<file path="src/rtl/uart_modem_consts.vh">
`ifndef UART_MODEM_CONSTS_VH
`define UART_MODEM_CONSTS_VH

// register indices on the three host address lines
`define IDX_BUS_MODE    3'h1
`define IDX_MODEM_CTRL  3'h4
`define IDX_MODEM_STAT  3'h6
`define IDX_SCRATCH     3'h7

// modem control fields
`define MCR_DTR_BIT     0
`define MCR_RESET       8'h00

// modem status fields
`define MSR_DCTS_BIT    0
`define MSR_DDSR_BIT    1
`define MSR_DDCD_BIT    3
`define MSR_CTS_BIT     4
`define MSR_DSR_BIT     5
`define MSR_CD_BIT      7

// bus mode status field
`define BMS_MODE16_BIT  0

`define SCRATCH_RESET   8'h00
`define MODE16_RESET    1'b1

// axi4-lite slave
`define AXI_ADDR_W      8
`define AXI_IDX_LSB     2
`define AXI_IDX_MSB     4
`define AXI_RESP_OKAY   2'h0
`define AXI_RESP_SLVERR 2'h2

`endif

</file>
<file path="src/rtl/modem_sync.v">
`timescale 1ns/1ps
// ****************************************
// two-stage synchroniser for modem inputs
// ****************************************
module modem_sync (
  input  wire       i_core_clk,
  input  wire       i_resetn,
  input  wire [2:0] i_async,
  output wire [2:0] o_sync
);

  reg [2:0] stage1_reg;
  reg [2:0] stage2_reg;

  // idle level of the active-low pins is high
  always @(posedge i_core_clk or negedge i_resetn) begin
    if (!i_resetn) begin
      stage1_reg <= 3'h7;
      stage2_reg <= 3'h7;
    end else begin
      stage1_reg <= i_async; // RULE12
      stage2_reg <= stage1_reg; // RULE12
    end
  end

  assign o_sync = stage2_reg;

endmodule

</file>
<file path="src/rtl/uart_modem_pins_bus_select.v">
`timescale 1ns/1ps
// Overview of operation
// RULE1: strap high or floating selects 16 mode strobes; pull-up lies outside.
// RULE2: strap low selects 68 mode: chip select strobe plus read/write line.
// RULE3: three address lines pick the internal register accessed.
// RULE4: accesses are honoured only while active-low chip select is low; axi4-lite accesses are honoured whatever chip select is.
// RULE5: carrier detect input low reads as modem status bit 7 set.
// RULE6: clear-to-send input low reads as modem status bit 4 set.
// RULE7: data-set-ready input low reads as modem status bit 5 set.
// RULE8: writing one to modem control bit 0 drives terminal-ready output low.
// RULE9: writing zero there, or any reset, drives terminal-ready output high.
// RULE10: host data is eight bits, bit 0 least significant, three-state.
// RULE11: each modem status bit is the complement of its synchronised pin.
// RULE12: modem inputs pass two flip-flop stages before reaching status.
`include "uart_modem_consts.vh"

module uart_modem_pins_bus_select (
  input  wire                   i_core_clk,
  input  wire                   i_resetn,
  // parallel host bus
  input  wire                   i_bus_sel,
  input  wire                   i_cs_n,
  input  wire                   i_reg_addr_bit_low,
  input  wire                   i_reg_addr_bit_mid,
  input  wire                   i_reg_addr_bit_high,
  input  wire                   i_rd_n,
  input  wire                   i_wr_n,
  input  wire                   i_rw,
  input  wire [7:0]             i_data,
  output reg  [7:0]             o_data,
  output reg                    o_data_oe,
  // modem pins
  input  wire                   i_cts_n,
  input  wire                   i_dsr_n,
  input  wire                   i_carrier_detect_input_n,
  output reg                    o_dtr_n,
  // axi4-lite slave
  input  wire                   i_axi_awvalid,
  output reg                    o_axi_awready,
  input  wire [`AXI_ADDR_W-1:0] i_axi_awaddr,
  input  wire                   i_axi_wvalid,
  output reg                    o_axi_wready,
  input  wire [31:0]            i_axi_wdata,
  input  wire [3:0]             i_axi_wstrb,
  output reg                    o_axi_bvalid,
  input  wire                   i_axi_bready,
  output reg  [1:0]             o_axi_bresp,
  input  wire                   i_axi_arvalid,
  output reg                    o_axi_arready,
  input  wire [`AXI_ADDR_W-1:0] i_axi_araddr,
  output reg                    o_axi_rvalid,
  input  wire                   i_axi_rready,
  output reg  [31:0]            o_axi_rdata,
  output reg  [1:0]             o_axi_rresp
);

  localparam [2:0] ST_IDLE = 3'b001;
  localparam [2:0] ST_READ = 3'b010;
  localparam [2:0] ST_WRITE = 3'b100;

  // ****************************************
  // state
  // ****************************************
  reg       mode16_reg;
  reg       strap_done_reg;
  reg [7:0] mcr_reg;
  reg [7:0] mcr_next;
  reg [7:0] scratch_reg;
  reg [7:0] scratch_next;
  reg [2:0] delta_reg;
  reg [2:0] delta_next;
  reg [2:0] status_prev_reg;
  reg [2:0] par_state_reg;
  reg [2:0] par_state_next;

  reg                    aw_held_reg;
  reg [`AXI_ADDR_W-1:0]  aw_addr_reg;
  reg                    w_held_reg;
  reg [7:0]              w_data_reg;
  reg                    w_strb_reg;

  wire [2:0] pins_sync;
  wire [2:0] status_now;
  wire [2:0] par_idx;
  wire       rd_req;
  wire       wr_req;
  wire       par_rd_take;
  wire       par_wr_take;
  wire       axi_wr_fire;
  wire       axi_rd_fire;
  wire       axi_wr_ok;
  wire       axi_rd_ok;
  wire [2:0] axi_wr_idx;
  wire [2:0] axi_rd_idx;
  wire       msr_read;

  // ****************************************
  // helpers
  // ****************************************
  function addr_mapped;
    input [`AXI_ADDR_W-1:0] addr;
    begin
      addr_mapped = (addr[`AXI_ADDR_W-1:`AXI_IDX_MSB+1] == 3'h0) &&
                    (addr[`AXI_IDX_LSB-1:0] == 2'h0);
    end
  endfunction

  function [7:0] read_reg;
    input [2:0] idx;
    input       mode16;
    input [7:0] modem_control_register;
    input [7:0] scratch;
    input [2:0] delta;
    input [2:0] status;
    reg   [7:0] v;
    begin
      v = 8'h00;
      case (idx)
        `IDX_BUS_MODE: begin
          v[`BMS_MODE16_BIT] = mode16;
        end
        `IDX_MODEM_CTRL: begin
          v = modem_control_register;
        end
        `IDX_MODEM_STAT: begin
          v[`MSR_DCTS_BIT] = delta[0];
          v[`MSR_DDSR_BIT] = delta[1];
          v[`MSR_DDCD_BIT] = delta[2];
          v[`MSR_CTS_BIT] = status[0]; // RULE6
          v[`MSR_DSR_BIT] = status[1]; // RULE7
          v[`MSR_CD_BIT] = status[2]; // RULE5
        end
        `IDX_SCRATCH: begin
          v = scratch;
        end
        default: begin
          v = 8'h00;
        end
      endcase
      read_reg = v;
    end
  endfunction

  // ****************************************
  // modem inputs
  // ****************************************
  modem_sync u_modem_sync (
    .i_core_clk (i_core_clk),
    .i_resetn   (i_resetn),
    .i_async    ({i_carrier_detect_input_n, i_dsr_n, i_cts_n}),
    .o_sync     (pins_sync)
  );

  assign status_now = ~pins_sync; // RULE11

  // ****************************************
  // bus style strap
  // ****************************************
  // sampled once after reset release so a glitch later cannot flip the protocol
  always @(posedge i_core_clk or negedge i_resetn) begin
    if (!i_resetn) begin
      mode16_reg <= `MODE16_RESET;
      strap_done_reg <= 1'b0;
    end else if (!strap_done_reg) begin
      mode16_reg <= i_bus_sel; // RULE1 RULE2
      strap_done_reg <= 1'b1;
    end
  end

  // ****************************************
  // parallel host bus
  // ****************************************
  assign par_idx = {i_reg_addr_bit_high, i_reg_addr_bit_mid, i_reg_addr_bit_low}; // RULE3

  assign rd_req = !i_cs_n && (mode16_reg ? !i_rd_n : i_rw); // RULE4 RULE1 RULE2
  assign wr_req = !i_cs_n && (mode16_reg ? !i_wr_n : !i_rw); // RULE4 RULE1 RULE2

  assign par_rd_take = strap_done_reg && (par_state_reg == ST_IDLE) && rd_req;
  assign par_wr_take = strap_done_reg && (par_state_reg == ST_IDLE) && !rd_req && wr_req;

  always @* begin
    par_state_next = par_state_reg;
    case (par_state_reg)
      ST_IDLE: begin
        if (par_rd_take) begin
          par_state_next = ST_READ;
        end else if (par_wr_take) begin
          par_state_next = ST_WRITE;
        end
      end
      ST_READ: begin
        if (!rd_req) begin
          par_state_next = ST_IDLE;
        end
      end
      ST_WRITE: begin
        if (!wr_req) begin
          par_state_next = ST_IDLE;
        end
      end
      default: begin
        par_state_next = ST_IDLE;
      end
    endcase
  end

  always @(posedge i_core_clk or negedge i_resetn) begin
    if (!i_resetn) begin
      par_state_reg <= ST_IDLE;
      o_data <= 8'h00;
      o_data_oe <= 1'b0;
    end else begin
      par_state_reg <= par_state_next;
      o_data_oe <= (par_state_next == ST_READ); // RULE10
      if (par_rd_take) begin
        o_data <= read_reg(par_idx, mode16_reg, mcr_reg, scratch_reg, delta_reg, status_now); // RULE3 RULE10
      end
    end
  end

  // ****************************************
  // axi4-lite slave
  // ****************************************
  assign axi_wr_fire = aw_held_reg && w_held_reg && !o_axi_bvalid;
  assign axi_rd_fire = i_axi_arvalid && o_axi_arready;
  assign axi_wr_ok = addr_mapped(aw_addr_reg);
  assign axi_rd_ok = addr_mapped(i_axi_araddr);
  assign axi_wr_idx = aw_addr_reg[`AXI_IDX_MSB:`AXI_IDX_LSB];
  assign axi_rd_idx = i_axi_araddr[`AXI_IDX_MSB:`AXI_IDX_LSB];

  always @(posedge i_core_clk or negedge i_resetn) begin
    if (!i_resetn) begin
      aw_held_reg <= 1'b0;
      aw_addr_reg <= {`AXI_ADDR_W{1'b0}};
      w_held_reg <= 1'b0;
      w_data_reg <= 8'h00;
      w_strb_reg <= 1'b0;
      o_axi_awready <= 1'b0;
      o_axi_wready <= 1'b0;
      o_axi_bvalid <= 1'b0;
      o_axi_bresp <= `AXI_RESP_OKAY;
      o_axi_arready <= 1'b0;
      o_axi_rvalid <= 1'b0;
      o_axi_rdata <= 32'h0000_0000;
      o_axi_rresp <= `AXI_RESP_OKAY;
    end else begin
      if (i_axi_awvalid && o_axi_awready) begin
        aw_held_reg <= 1'b1;
        aw_addr_reg <= i_axi_awaddr;
        o_axi_awready <= 1'b0;
      end else if (axi_wr_fire) begin
        aw_held_reg <= 1'b0;
      end else if (!aw_held_reg && !o_axi_bvalid) begin
        o_axi_awready <= 1'b1;
      end
      if (i_axi_wvalid && o_axi_wready) begin
        w_held_reg <= 1'b1;
        w_data_reg <= i_axi_wdata[7:0];
        w_strb_reg <= i_axi_wstrb[0];
        o_axi_wready <= 1'b0;
      end else if (axi_wr_fire) begin
        w_held_reg <= 1'b0;
      end else if (!w_held_reg && !o_axi_bvalid) begin
        o_axi_wready <= 1'b1;
      end
      if (axi_wr_fire) begin
        o_axi_bvalid <= 1'b1;
        o_axi_bresp <= axi_wr_ok ? `AXI_RESP_OKAY : `AXI_RESP_SLVERR;
      end else if (o_axi_bvalid && i_axi_bready) begin
        o_axi_bvalid <= 1'b0;
      end
      if (axi_rd_fire) begin
        o_axi_arready <= 1'b0;
        o_axi_rvalid <= 1'b1;
        o_axi_rresp <= axi_rd_ok ? `AXI_RESP_OKAY : `AXI_RESP_SLVERR;
        o_axi_rdata <= {24'h00_0000, axi_rd_ok ?
          read_reg(axi_rd_idx, mode16_reg, mcr_reg, scratch_reg, delta_reg, status_now) : 8'h00};
      end else if (o_axi_rvalid && i_axi_rready) begin
        o_axi_rvalid <= 1'b0;
        o_axi_arready <= 1'b1;
      end else if (!o_axi_rvalid) begin
        o_axi_arready <= 1'b1;
      end
    end
  end

  // ****************************************
  // register file
  // ****************************************
  assign msr_read = (par_rd_take && (par_idx == `IDX_MODEM_STAT)) ||
                    (axi_rd_fire && axi_rd_ok && (axi_rd_idx == `IDX_MODEM_STAT));

  // the axi write is applied last, so it wins a same-cycle clash on one register
  always @* begin
    mcr_next = mcr_reg;
    scratch_next = scratch_reg;
    if (par_wr_take) begin
      case (par_idx)
        `IDX_MODEM_CTRL: mcr_next = i_data; // RULE3 RULE8 RULE9
        `IDX_SCRATCH: scratch_next = i_data;
        default: begin
        end
      endcase
    end
    if (axi_wr_fire && axi_wr_ok && w_strb_reg) begin
      case (axi_wr_idx)
        `IDX_MODEM_CTRL: mcr_next = w_data_reg; // RULE8 RULE9
        `IDX_SCRATCH: scratch_next = w_data_reg;
        default: begin
        end
      endcase
    end
  end

  // delta flags: a change in the read cycle survives the clear
  always @* begin
    delta_next = msr_read ? 3'h0 : delta_reg;
    delta_next = delta_next | (status_now ^ status_prev_reg);
  end

  always @(posedge i_core_clk or negedge i_resetn) begin
    if (!i_resetn) begin
      mcr_reg <= `MCR_RESET;
      scratch_reg <= `SCRATCH_RESET;
      delta_reg <= 3'h0;
      status_prev_reg <= 3'h0;
      o_dtr_n <= 1'b1; // RULE9
    end else begin
      mcr_reg <= mcr_next;
      scratch_reg <= scratch_next;
      delta_reg <= delta_next;
      status_prev_reg <= status_now;
      o_dtr_n <= ~mcr_next[`MCR_DTR_BIT]; // RULE8 RULE9
    end
  end

endmodule

</file>
<file path="config.mk">
export PLATFORM = sky130hd
export DESIGN_NAME = uart_modem_pins_bus_select
export DESIGN_NICKNAME = d
export VERILOG_FILES = /design/src/rtl/modem_sync.v /design/src/rtl/uart_modem_pins_bus_select.v
export VERILOG_INCLUDE_DIRS = /design/src /design/src/rtl
export SDC_FILE = /design/constraint.sdc
export NUM_CORES = 1
export LEC_CHECK = 0
export ABC_AREA = 0
export BUFFER_PORTS_ARGS = -buffer_cell sky130_fd_sc_hd__clkbuf_2
export CAP_MARGIN = 20
export CELL_PAD_IN_SITES_DETAIL_PLACEMENT = 0
export CELL_PAD_IN_SITES_GLOBAL_PLACEMENT = 1
export CORE_ASPECT_RATIO = 2
export CORE_MARGIN = 4
export CORE_UTILIZATION = 39
export CTS_BUF_LIST = sky130_fd_sc_hd__clkbuf_4
export DETAILED_ROUTE_END_ITERATION = 10
export GPL_ROUTABILITY_DRIVEN = 0
export GPL_TIMING_DRIVEN = 1
export PLACE_DENSITY = 0.94
export SETUP_SLACK_MARGIN = 0.05
export SYNTH_ARGS = -nofsm -noshare
export SYNTH_HDL_FRONTEND = slang
export SYNTH_SLANG_ARGS = --single-unit
</file>
<file path="constraint.sdc">
create_clock -name i_core_clk -period 2.4 [get_ports i_core_clk]
set_input_delay 0.24 -clock i_core_clk [delete_from_list [all_inputs] [get_ports i_core_clk]]
set_output_delay 0.24 -clock i_core_clk [all_outputs]
set_load 0.01 [all_outputs]
</file>
Word level (Yosys, flattened, before mapping)
Index checks and enable logic that the tools add are counted.

word-level totals
  register bits = 79
  bits in latches = 0
  RAM bits = 0
  memory bits (read-only) = 0
  bits of input ports = 78
  logic and storage cells = 136
  memories = 0

operators by class
  add/sub/neg operators = 0
  multiply operators = 0
  divide/modulo/power cells = 0
  magnitude comparators = 0
  equal/unequal tests = 17
  shift operators = 0
  mux-type cells = 47
  bitwise gates (word level) = 4
  reduce and logical (&&, ||, !) cells = 43

operators with widths
  cell                                                             number
  8-bit two-way mux                                                9
  3-bit == test, second input constant                             9
  3-bit one-hot mux with 3 select lines                            3
  1-bit logical AND                                                22
  1-bit two-way mux                                                18
  3-bit two-way mux                                                5
  1-bit one-hot mux with 3 select lines                            4
  2-bit nonzero test                                               6
  3-bit by 1-bit == test with 1-bit output, second input constant  3
  1-bit logical NOT                                                8
  1-bit one-hot mux with 2 select lines                            4
  1-bit one-hot mux with 4 select lines                            2
  3-bit by 2-bit == test with 1-bit output, second input constant  2
  3-bit logical NOT                                                2
  2-bit logical NOT                                                2
  2-bit two-way mux                                                2
  2-bit by 1-bit != test with 1-bit output, second input constant  2
  2-bit AND reduction                                              2
  3-bit by 1-bit != test with 1-bit output, second input constant  1
  3-bit inverter                                                   1
  3-bit bitwise OR                                                 1
  3-bit bitwise XOR                                                1
  1-bit logical OR                                                 1
  1-bit inverter                                                   1

Depth between registers and ports, before layout
Gate-level depths: netlist of run 1.

  word-level depth = 10
  mapped depth = 6

By module
From an unflattened synthesis of run 1, not the netlist that was laid out.

unflattened totals
  cells, all modules = 313
  area total of the unflattened synthesis = 3698.5 um^2

modules (own cells, without submodules)
  module                      times used  cells each  area each (um^2)
  uart_modem_pins_bus_select  1           307         3540.9
  modem_sync                  1           6           157.7

Least setup slack after synthesis of run 1
Ideal clock, no wire load.

  kind = reg2reg
  start point = reg aw_addr_reg[5]
  end point = reg o_dtr_n
  arrival = 2.013 ns
  required time = 2.322 ns
  slack = 0.309 ns
  stages on the path, launching flop included = 7
  path buffers = 2
  cell sequence = dfrtp_1 or4_4 or4_4 buf_6 or2_1 buf_6 a31o_1

on the way
  cells in the longest elaborated chain, start to end = 6

ends and longest elaborated chain
  item                             line                              text
  start, declared                  uart_modem_pins_bus_select.v:77   reg [`AXI_ADDR_W-1:0] aw_addr_reg;
  start signal, assigned           uart_modem_pins_bus_select.v:234  aw_addr_reg <= {`AXI_ADDR_W{1'b0}};
  start signal, assigned           uart_modem_pins_bus_select.v:249  aw_addr_reg <= i_axi_awaddr;
  3-bit logical NOT                uart_modem_pins_bus_select.v:103  addr_mapped = (addr[`AXI_ADDR_W-1:`AXI_IDX_MSB+1] == 3'h0) &&
  1-bit logical AND                uart_modem_pins_bus_select.v:103
  1-bit logical AND (2 in series)  uart_modem_pins_bus_select.v:305  if (axi_wr_fire && axi_wr_ok && w_strb_reg) begin
  8-bit two-way mux                uart_modem_pins_bus_select.v:305
  1-bit inverter                   uart_modem_pins_bus_select.v:333  o_dtr_n <= ~mcr_next[`MCR_DTR_BIT];
  end signal, assigned             uart_modem_pins_bus_select.v:333
  end, declared                    uart_modem_pins_bus_select.v:36   output reg o_dtr_n,

Every way passes these cells.
A chain may end at the register's enable or synchronous reset.

Worst setup path after layout of run 1
  start point = reg mode16_reg
  end point = reg o_dtr_n

on the way
  cells in the longest elaborated chain, start to end = 9

ends and longest elaborated chain
  item                    line                              text
  start, declared         uart_modem_pins_bus_select.v:64   reg mode16_reg;
  start signal, assigned  uart_modem_pins_bus_select.v:162  mode16_reg <= `MODE16_RESET;
  start signal, assigned  uart_modem_pins_bus_select.v:165  mode16_reg <= i_bus_sel;
  1-bit two-way mux       uart_modem_pins_bus_select.v:175  assign rd_req = !i_cs_n && (mode16_reg ? !i_rd_n : i_rw);
  1-bit logical AND       uart_modem_pins_bus_select.v:175
  1-bit logical NOT       --
  1-bit logical AND       uart_modem_pins_bus_select.v:179  assign par_wr_take = strap_done_reg && (par_state_reg == ST_IDLE) && !rd_req && wr_req;
  1-bit logical AND *     uart_modem_pins_bus_select.v:179
  8-bit two-way mux *     uart_modem_pins_bus_select.v:297  if (par_wr_take) begin
  8-bit two-way mux       uart_modem_pins_bus_select.v:306  case (axi_wr_idx)
  8-bit two-way mux *     uart_modem_pins_bus_select.v:305
  1-bit inverter *        uart_modem_pins_bus_select.v:333

Every way passes the cells marked *; elsewhere a longest branch is shown, timed or not.

==> results.sh, run 1 <==
export IMPL_synth_area_um2=3720
export IMPL_ctsHtreeMaxLevel=3
export IMPL_yosys_area_top_type="dfrtp_1"
export IMPL_cts_resized=0
export IMPL_comb_power_share_pct=24.8
export IMPL_core_area_um2=9320
export IMPL_async_flop_share_pct=100
export IMPL_crit_arrival_ns=2.59
export IMPL_r2r_cells=4
export IMPL_nets=514
export IMPL_synth_edf_count=0
export IMPL_multi_input_area_um2=1560
export IMPL_antenna_found_initial=1
export IMPL_finClkSkew_ns=0.0139
export IMPL_yosysMostFrequentCell="dfrtp_1"
export IMPL_cts_hold_buf=5
export IMPL_crit_required_ns=2.76
export IMPL_drive_gt1_share_pct=29.7
export IMPL_grt_pass1_vias=3055
export IMPL_powerDensity_nw_per_um2=864
export IMPL_fp_row_count=50
export IMPL_maxCapViolCount=0
export IMPL_cpPeakStageDelay_ns=0.62
export IMPL_worstSetupPathType="flip-flop to flip-flop"
export IMPL_hold_violations=0
export IMPL_n_fill_cell=872
export IMPL_synth_area_leaders="dfrtp_1, mux2_2, dfstp_2"
export IMPL_ys_flop_type="dfrtp_1"
export IMPL_worst_path_max_fanout=16
export IMPL_critPathTopFamily="compound AO/OA/AOI/OAI gates"
export IMPL_status="finished, final reports clean"
export IMPL_place_port_buffers=75
export IMPL_syn_area_per_cell_um2=10.3
export IMPL_grt_pass1_wl_um=14600
export IMPL_p_seq_share_pct=51.8
export IMPL_grt_max_degree=78
export IMPL_worstSkewPairLatency_ns=0.42
export IMPL_path_buf_inv=0
export IMPL_hold_start="i_axi_wdata[4]"
export IMPL_first_iter_violations=222
export IMPL_vdd_ir_drop_max_uv=574
export IMPL_synth_commonest_cells="dfrtp_1, o21ai_0, nand2_1, buf_4, nand3_1"
export IMPL_gr_total_overflow=0
export IMPL_p_switching_mw=1.17
export IMPL_end_kind="flip-flop"
export IMPL_regArea_um2=1940
export IMPL_track_usage_pct=16.3
export IMPL_cts_tree="yes"
export IMPL_area_delta_synth_final_pct=14.7
export IMPL_cts_root_buffer="clkbuf_4"
export IMPL_die_x_um=77.1
export IMPL_swShare_pct=31.7
export IMPL_cts_clk_slew_worst_paths_ns=0.12
export IMPL_r2r_start="mode16_reg"
export IMPL_clock_power_share_pct=23.4
export IMPL_numCtsBuffers=9
export IMPL_startpoint="mode16_reg"
export IMPL_seq_area_frac_synth_pct=52.1
export IMPL_cts_buffer_depth=2
export IMPL_drcViolationCount=0
export IMPL_maxSlewViolCount=0
export IMPL_wl_per_cell_um=15.7
export IMPL_ios=129
export IMPL_maxSlewHeadroom_pct=38.2
export IMPL_worst_slew_pin_slew_ns=0.927
export IMPL_finalSetupViolations=0
export IMPL_finalCriticalPeriod_ns=2.23
export IMPL_cts_sinks=77
export IMPL_yosysWarnings=0
export IMPL_drtAntennaViolNets=0
export IMPL_viasPerCell=5.37
export IMPL_cp_slowest_cell="dfstp_2"
export IMPL_max_freq_mhz=448
export IMPL_ys_seq_elements=77
export IMPL_tns_ns=0
export IMPL_p_leak_nw=1.90
export IMPL_initial_utilization_pct=39.9
export IMPL_wl_um=8560
export IMPL_r2r_end="o_dtr_n"
export IMPL_r2r_slack_ns=0.17
export IMPL_die_y_um=146
export IMPL_num_vias=2933
export IMPL_hpwl_um=6640
export IMPL_yosysUniqueCellTypes=47
export IMPL_rsz0062_at_grt="no"
export IMPL_intPower_mw=2.52
export IMPL_holdPathEnd="w_data_reg[4]"
export IMPL_synthCells=362
export IMPL_die_area_um2=11300
export IMPL_yosysTopAreaCellShare_pct=45.7
export IMPL_cp_depth=4
export IMPL_worstSetupStartpointType="flip-flop"
export IMPL_cts_setup_buffers=0
export IMPL_final_util_pct=45.8
export IMPL_hold_path_class="primary input to flip-flop"
export IMPL_first_pass_iters=5
export IMPL_min_period_over_period_pct=92.9
export IMPL_path_cells="mux2_2 > a2111o_1 > o21ai_0 > a31o_1"
export IMPL_hold_path_depth=2
## worst max-delay path by stage
stage / endpoint / slack [ns]
4_1_cts: o_dtr_n / 0.19
6_report: o_dtr_n / 0.17
2_1_floorplan: o_dtr_n / 0.31
5_1_grt: o_dtr_n / 0.09
3_3_place_gp: o_dtr_n / 0.27
3_5_place_dp: o_dtr_n / 0.22
## logic make-up after synthesis
kind of cell | count (synthesis) | synth area share, %
flops | 77 | 52.1
buf+inv | 53 | 8.41
simple gates | 115 | 15.6
mux | 28 | 8.27
other cells | 2 | 0.202
xor+xnor | 3 | 0.706
compound gates | 84 | 14.7
## placed cells by master, fill, tap and decap left out, types with 3 or more instances in the layout
cell / n
a21o_1: 3
a21oi_1: 4
a22oi_1: 8
a31o_2: 3
a31oi_1: 17
and2_1: 5
buf_4: 4
clkbuf_2: 74
clkbuf_4: 10
conb_1: 27
dfrtp_1: 68
dfstp_2: 9
dlygate4sd3_1: 5
inv_1: 8
mux2_2: 22
mux2i_1: 6
nand2_1: 33
nand2b_1: 3
nand3_1: 26
nor2_1: 12
nor3_1: 20
o21a_1: 3
o21ai_0: 35
xnor2_1: 3
## power groups by stage
stage | registers, mW | logic (mW) | clock network [mW]
2_1_floorplan | 1.91 | 0.630 | 0
3_3_place_gp | 1.92 | 0.883 | 0
3_5_place_dp | 1.94 | 0.920 | 0
4_1_cts | 1.91 | 0.930 | 0.885
5_1_grt | 1.97 | 1.03 | 0.945
6_report | 1.91 | 0.915 | 0.862
## metal layers
metal | vias up | routed length, um | global-route usage (%)
li1 | 1399 | - | -
met1 | 1405 | 2910 | 16.8
met2 | 113 | 4780 | 29.1
met3 | 16 | 596 | 4.26
met4 | 0 | 266 | 9.98
met5 | - | 0 | 0
## through the flow
stage          total power [mW]  cell area, um^2  worst slack [ns]  instances  hold slack, ns
4_1_cts                    3.72             4260             0.187        545         0.00920
3_3_place_gp               2.80             4060             0.266        524           0.331
6_report                   3.69             4270             0.170        546          0.0399
5_1_grt                    3.95             4270            0.0860        546         0.00230
3_5_place_dp               2.86             4060             0.215        524           0.329
2_1_floorplan              2.54             3810             0.309        387         -0.0556
## cell type report
class	instances	area share [%]
Inverter	8	0.704
Antenna cell	1	0.0587
Sequential cell	77	45.4
Clock buffer	10	1.76
Timing Repair Buffer	83	10.6
Clock inverter	6	1.82
Multi-Input combinational cell	257	36.6
Tap cell	104	3.05
No activity file was read; power rests on OpenSTA's default activity.
==> run 2, diff against run 1 <==
--- a/config.mk
+++ b/config.mk
@@ -13,13 +13,14 @@
 export CELL_PAD_IN_SITES_GLOBAL_PLACEMENT = 1
 export CORE_ASPECT_RATIO = 2
 export CORE_MARGIN = 4
-export CORE_UTILIZATION = 39
+export CORE_UTILIZATION = 40
 export CTS_BUF_LIST = sky130_fd_sc_hd__clkbuf_4
 export DETAILED_ROUTE_END_ITERATION = 10
 export GPL_ROUTABILITY_DRIVEN = 0
 export GPL_TIMING_DRIVEN = 1
-export PLACE_DENSITY = 0.94
+export PLACE_DENSITY = 0.95
 export SETUP_SLACK_MARGIN = 0.05
 export SYNTH_ARGS = -nofsm -noshare
 export SYNTH_HDL_FRONTEND = slang
+export SYNTH_HIERARCHICAL = 1
 export SYNTH_SLANG_ARGS = --single-unit
==> run 2 against run 1 <==
Count of clock-buffer cells in the layout grew 2. Critical path type unchanged. Synthesized area is 0.57% lower. Global-route usage down 1.1 points. Highest routed layer unchanged. Critical path depth rose by 1. Clock power fell by 9.7%. Non-clock buffer count rose by 8. Worst hold slack lost 0.011 ns. Combinational power is 7.5% lower. Power decreased by 6.2%.
==> results.sh, run 2 <==
export IMPL_status="finished, final reports clean"
export IMPL_cp_depth=5
export IMPL_tns_ns=0
export IMPL_worstSetupPathType="flip-flop to flip-flop"
export IMPL_hold_path_depth=2
export IMPL_ys_flop_type="dfrtp_1"
export IMPL_finClkSkew_ns=0.0169
export IMPL_yosysMostFrequentCell="dfrtp_1"
export IMPL_path_buf_inv=1
export IMPL_maxCapViolCount=0
export IMPL_worstSetupStartpointType="flip-flop"
export IMPL_final_cells=512
export IMPL_synth_area_leaders="dfrtp_1, mux2_2, dfstp_2"
export IMPL_antenna_found_initial=1
export IMPL_drive_gt1_share_pct=41.8
export IMPL_hold_violations=0
export IMPL_async_flop_share_pct=100
export IMPL_fp_row_count=49
export IMPL_gr_total_overflow=0
export IMPL_nets=482
export IMPL_maxSlewViolCount=0
export IMPL_yosysWarnings=6
export IMPL_end_kind="flip-flop"
export IMPL_finalCriticalPeriod_ns=2.27
export IMPL_r2r_cells=5
export IMPL_first_iter_violations=144
export IMPL_max_freq_mhz=440
export IMPL_comb_power_share_pct=24.4
export IMPL_cp_slowest_cell="dfstp_2"
export IMPL_grt_pass1_vias=2823
export IMPL_area_delta_synth_final_pct=17.0
export IMPL_cts_tree="yes"
export IMPL_cp_common_cell="mux2_2"
export IMPL_grt_max_degree=73
export IMPL_powerDensity_nw_per_um2=799
export IMPL_cts_root_buffer="clkbuf_4"
export IMPL_intPower_mw=2.42
export IMPL_die_area_um2=10900
export IMPL_swShare_pct=30.1
export IMPL_crit_arrival_ns=2.59
export IMPL_vdd_ir_drop_max_uv=567
export IMPL_synthCells=313
export IMPL_worst_path_max_fanout=8
export IMPL_worstSkewPairLatency_ns=0.43
export IMPL_dpl_cell_count=490
export IMPL_syn_area_per_cell_um2=11.8
export IMPL_die_x_um=76.0
export IMPL_final_cell_mix="clkbuf_2, dfrtp_1, mux2_2"
export IMPL_synth_commonest_cells="dfrtp_1, mux2_2, nand2_1, buf_4, o21ai_0"
export IMPL_maxSlewHeadroom_pct=39.5
export IMPL_initial_utilization_pct=41.0
export IMPL_cts_sinks=77
export IMPL_drcViolationCount=0
export IMPL_num_vias=2622
export IMPL_synth_edf_count=0
export IMPL_track_usage_pct=15.2
export IMPL_yosys_area_top_type="dfrtp_1"
export IMPL_clock_power_share_pct=22.5
export IMPL_worst_slew_pin_slew_ns=0.907
export IMPL_finalSetupViolations=0
export IMPL_ctsHtreeMaxLevel=3
export IMPL_wl_um=8250
export IMPL_path_cells="mux2_2 > a2111oi_4 > buf_4 > mux2_2 > mux2_2"
export IMPL_crit_required_ns=2.72
export IMPL_grt_pass1_wl_um=13300
export IMPL_drtAntennaViolNets=0
export IMPL_yosysTopAreaCellShare_pct=46.0
export IMPL_core_area_um2=9010
export IMPL_numCtsBuffers=9
export IMPL_seq_area_frac_synth_pct=52.4
export IMPL_cpPeakStageDelay_ns=0.56
export IMPL_cts_setup_buffers=0
export IMPL_die_y_um=144
export IMPL_cts_buffer_depth=2
export IMPL_hpwl_um=6430
export IMPL_viasPerCell=5.12
export IMPL_rsz0062_at_grt="no"
export IMPL_ios=129
export IMPL_hold_path_class="primary input to flip-flop"
export IMPL_critPathTopFamily="multiplexers"
export IMPL_final_common_cell="clkbuf_2"
export IMPL_cts_clk_slew_worst_paths_ns=0.12
export IMPL_ys_seq_elements=77
export IMPL_synth_area_um2=3700
export IMPL_place_port_buffers=75
export IMPL_p_leak_nw=2.07
export IMPL_min_period_over_period_pct=94.6
export IMPL_wl_per_cell_um=16.1
export IMPL_yosysUniqueCellTypes=43
export IMPL_p_switching_mw=1.04
export IMPL_p_seq_share_pct=53.1
export IMPL_first_pass_iters=4
==> run 2: changes by cell type in the layout (fill, tap and decap cells not counted), moves of 4 or more <==
cell,delta
a21oi_1,+4
o21ai_0,-20
nand3_1,-24
a31oi_1,-16
mux2_2,+31
nand2_1,-5
nor3_1,-16
o2bb2ai_1,+5
buf_4,+8
==> run 2: repair_timing <==
item / 4_1_cts / 5_1_grt
setup endpoints to repair: 0 / 6
resized for setup: 0 / 1
hold buffers: 5 / 0
endpoints found under the hold margin: 72 / 0
==> run 2: area by class of cell <==
type	count	area [um^2]
Antenna cell	1	2.50
Tap cell	102	128
Timing Repair Buffer	91	510
Fill cell	847	4690
Multi-Input combinational cell	215	1580
Inverter	10	37.5
Clock buffer	12	90.1
Clock inverter	4	42.5
Sequential cell	77	1940
==> run 2: worst paths after layout <==
path                                                   end                        from  slack (ns)
worst max-delay path                        scratch_reg[4]                  mode16_reg        0.13
worst min-delay path                        aw_addr_reg[2]             i_axi_awaddr[2]        0.03
worst max register to register              scratch_reg[4]                  mode16_reg        0.13
worst min register to register      u_modem_sync/o_sync[0]  u_modem_sync/stage1_reg[0]        0.37
max in group asynchronous       u_modem_sync/stage1_reg[1]                    i_resetn        1.21
min in group asynchronous               status_prev_reg[0]                    i_resetn        0.47
==> run 2: cells by family (layout without fill, tap and decap cells) <==
kind of cell | Yosys count | count (layout) | share of synthesized area [%]
mux | 61 | 61 | 18.3
xor+xnor | 3 | 3 | 0.711
other cells | 2 | 28 | 0.203
compound gates | 57 | 57 | 11.5
buf+inv | 46 | 117 | 7.54
flops | 77 | 77 | 52.4
simple gates | 67 | 67 | 9.27
==> run 2: metrics by stage <==
step           total power [mW]  setup slack, ns  instance area [um^2]  util [%]  hold WS, ns
2_1_floorplan              2.42           0.0603                  3790         -      -0.0556
3_3_place_gp               2.65            0.198                  4140      45.9        0.328
3_5_place_dp               2.72            0.144                  4140      45.9        0.329
4_1_cts                    3.50            0.112                  4320      48.0       0.0170
5_1_grt                    3.68           0.0580                  4330      48.0      0.00897
6_report                   3.46            0.130                  4330      48.0       0.0290
==> run 2: per-layer routing <==
layer | track usage, % | wire length, um | vias to the layer above
met5 | 0 | 0 | -
met4 | 7.32 | 219 | 0
met3 | 4.49 | 527 | 19
met2 | 29.2 | 4670 | 88
met1 | 14.4 | 2840 | 1272
li1 | - | - | 1243
==> run 2: power groups by stage <==
stage / Combinational [mW] / Clock, mW / Sequential [mW]
final: 0.846 / 0.778 / 1.84
after global routing: 0.944 / 0.854 / 1.88
after CTS: 0.862 / 0.799 / 1.84
after detailed placement: 0.853 / 0 / 1.87
after global placement: 0.814 / 0 / 1.84
after floorplan: 0.579 / 0 / 1.84
==> run 3, diff against run 2 <==
--- a/config.mk
+++ b/config.mk
@@ -9,16 +9,16 @@
 export ABC_AREA = 0
 export BUFFER_PORTS_ARGS = -buffer_cell sky130_fd_sc_hd__clkbuf_2
 export CAP_MARGIN = 20
-export CELL_PAD_IN_SITES_DETAIL_PLACEMENT = 0
-export CELL_PAD_IN_SITES_GLOBAL_PLACEMENT = 1
+export CELL_PAD_IN_SITES_DETAIL_PLACEMENT = 1
+export CELL_PAD_IN_SITES_GLOBAL_PLACEMENT = 2
 export CORE_ASPECT_RATIO = 2
 export CORE_MARGIN = 4
-export CORE_UTILIZATION = 40
+export CORE_UTILIZATION = 32
 export CTS_BUF_LIST = sky130_fd_sc_hd__clkbuf_4
 export DETAILED_ROUTE_END_ITERATION = 10
 export GPL_ROUTABILITY_DRIVEN = 0
 export GPL_TIMING_DRIVEN = 1
-export PLACE_DENSITY = 0.95
+export PLACE_DENSITY = 0.93
 export SETUP_SLACK_MARGIN = 0.05
 export SYNTH_ARGS = -nofsm -noshare
 export SYNTH_HDL_FRONTEND = slang
==> constraint.sdc (replaced) <==
create_clock -name i_core_clk -period 2.17 [get_ports i_core_clk]
set_input_delay 0.217 -clock i_core_clk [delete_from_list [all_inputs] [get_ports i_core_clk]]
set_output_delay 0.217 -clock i_core_clk [all_outputs]
set_load 0.01 [all_outputs]
==> run 3 against run 2 <==
The flow now finishes with violations (negative setup slack). Flip-flop and latch count is the same. Register-to-register slack got worse by 0.14 ns. Clock skew shrank 0.00066 ns.
==> results.sh, run 3 (synthesis results as in run 2) <==
export IMPL_wl_per_cell_um=16.7
export IMPL_core_area_um2=11300
export IMPL_p_leak_nw=2.27
export IMPL_worst_slew_pin_slew_ns=0.641
export IMPL_maxCapViolCount=0
export IMPL_cp_slowest_cell="dfstp_2"
export IMPL_gr_total_overflow=0
export IMPL_cts_sinks=77
export IMPL_finalCriticalPeriod_ns=2.18
export IMPL_status="finished, violations left"
export IMPL_end_kind="flip-flop"
export IMPL_num_vias=2787
export IMPL_swShare_pct=29.8
export IMPL_ctsHtreeMaxLevel=3
export IMPL_multi_input_area_um2=1710
export IMPL_cts_root_buffer="clkbuf_4"
export IMPL_final_cell_mix="clkbuf_2, dfrtp_1, mux2_4"
export IMPL_area_delta_synth_final_pct=29.1
export IMPL_fp_row_count=55
export IMPL_intPower_mw=2.87
export IMPL_drcViolationCount=0
export IMPL_numCtsBuffers=9
export IMPL_maxSlewHeadroom_pct=57.1
export IMPL_cts_tree="yes"
export IMPL_grt_max_degree=46
export IMPL_die_y_um=160
export IMPL_path_cells="mux2_4 > a2111oi_4 > buf_12 > mux2_4 > mux2_4"
export IMPL_place_port_buffers=75
export IMPL_initial_utilization_pct=32.8
export IMPL_cts_clk_slew_worst_paths_ns=0.13
export IMPL_path_buf_inv=1
export IMPL_die_x_um=84.0
export IMPL_track_usage_pct=14.9
export IMPL_fin_ws_ns=-0.0106
export IMPL_critPathTopFamily="multiplexers"
export IMPL_min_period_over_period_pct=100
export IMPL_worstSetupPathType="flip-flop to flip-flop"
export IMPL_n_fill_cell=1249
export IMPL_finalSetupViolations=2
export IMPL_worst_path_max_fanout=8
export IMPL_drive_gt1_share_pct=41.1
export IMPL_powerDensity_nw_per_um2=856
export IMPL_grt_pass1_wl_um=15700
export IMPL_cts_buffer_depth=2
export IMPL_violations="negative setup slack"
export IMPL_regArea_um2=1940
export IMPL_drtAntennaViolNets=0
export IMPL_finClkSkew_ns=0.0162
export IMPL_wl_um=9590
export IMPL_worstSkewPairLatency_ns=0.43
export IMPL_dpl_cell_count=531
export IMPL_final_common_cell="clkbuf_2"
export IMPL_crit_required_ns=2.49
export IMPL_holdWs_ns=0.0520
export IMPL_worstSetupStartpointType="flip-flop"
export IMPL_first_pass_iters=4
export IMPL_viasPerCell=4.85
export IMPL_comb_power_share_pct=26.2
export IMPL_hold_path_class="primary input to flip-flop"
export IMPL_max_freq_mhz=459
export IMPL_cpPeakStageDelay_ns=0.60
export IMPL_ios=129
export IMPL_p_switching_mw=1.22
export IMPL_hpwl_um=7240
export IMPL_crit_arrival_ns=2.50
export IMPL_final_cells=575
export IMPL_die_area_um2=13400
export IMPL_hold_violations=0
export IMPL_clock_power_share_pct=23.5
export IMPL_first_iter_violations=69
export IMPL_antenna_found_initial=2
export IMPL_maxSlewViolCount=0
export IMPL_cp_common_cell="mux2_4"
export IMPL_vdd_ir_drop_max_uv=452
export IMPL_rsz0062_at_grt="yes"
export IMPL_grt_pass1_vias=3199
export IMPL_nets=504
export IMPL_p_seq_share_pct=50.3
-- run 3: changes by cell type in the layout (fill, tap and decap cells not counted), moves of 2 or more --
cell / before / now
buf_12: 0 / 2
buf_6: 0 / 2
clkbuf_4: 12 / 10
dlygate4sd3_1: 5 / 23
mux2_2: 53 / 21
mux2_4: 0 / 33
-- run 3: area by class of cell --
| cell class | instances | share of cell area (%) |
|---|---|---|
| Sequential cell | 77 | 40.6 |
| Multi-Input combinational cell | 215 | 35.8 |
| Timing Repair Buffer | 113 | 15.8 |
| Tap cell | 142 | 3.72 |
| Clock inverter | 6 | 1.62 |
| Clock buffer | 10 | 1.57 |
| Inverter | 10 | 0.786 |
| Antenna cell | 2 | 0.105 |
-- run 3: layer usage --
layer / global-route usage (%) / vias to the layer above / wire length [um]
met5: 0 / - / 0
met4: 9.00 / 0 / 350
met3: 3.92 / 26 / 482
met2: 28.5 / 98 / 5600
met1: 13.5 / 1376 / 3160
li1: - / 1287 / -
-- run 3: through the flow --
stage	TNS, ns	setup slack [ns]	utilization, %	power [mW]	instance area, um^2
2_1_floorplan	-1.13	-0.0804	-	2.70	3830
3_3_place_gp	0	0.00194	37.7	2.95	4250
3_5_place_dp	-0.324	-0.0355	37.7	3.05	4250
4_1_cts	-0.392	-0.0539	42.1	4.16	4750
5_1_grt	-0.857	-0.0778	42.3	4.38	4770
6_report	-0.0209	-0.0106	42.3	4.09	4770
-- run 3: timing repair --
item | in CTS | in global routing
hold endpoints to repair | 60 | 0
endpoints found under the setup margin | 16 | 17
pin swaps | 1 | 1
hold buffers | 23 | 0
resized for setup | 26 | 3
gates cloned | 0 | 0
buffers inserted | 3 | 0
-- run 3: power groups by stage --
stage / combinational, mW / sequential, mW / clock (mW)
after floorplan: 0.663 / 2.03 / 0
after global placement: 0.911 / 2.04 / 0
after detailed placement: 0.962 / 2.09 / 0
after CTS: 1.08 / 2.06 / 1.01
after global routing: 1.18 / 2.12 / 1.08
final: 1.07 / 2.06 / 0.963
-- run 3: path summary, 6_finish.rpt --
path / start / endpoint / cells after the start / slack, ns
setup / recovery: mode16_reg / mcr_reg[0] / 5 / -0.01
hold / removal: i_axi_rready / o_axi_rvalid / 3 / 0.05
setup reg to reg: mode16_reg / mcr_reg[0] / 5 / -0.01
hold reg to reg: u_modem_sync/stage1_reg[2] / u_modem_sync/o_sync[2] / 0 / 0.37
max in group asynchronous: i_resetn / o_dtr_n / 3 / 1.18
min in group asynchronous: i_resetn / o_axi_rvalid / 2 / 0.33
-- run 3: tightest hold or removal path, delay by kind of cell --
family	cells	cell delay, ns
and+or+nand+nor	2	0.17
buffers and inverters	1	0.07
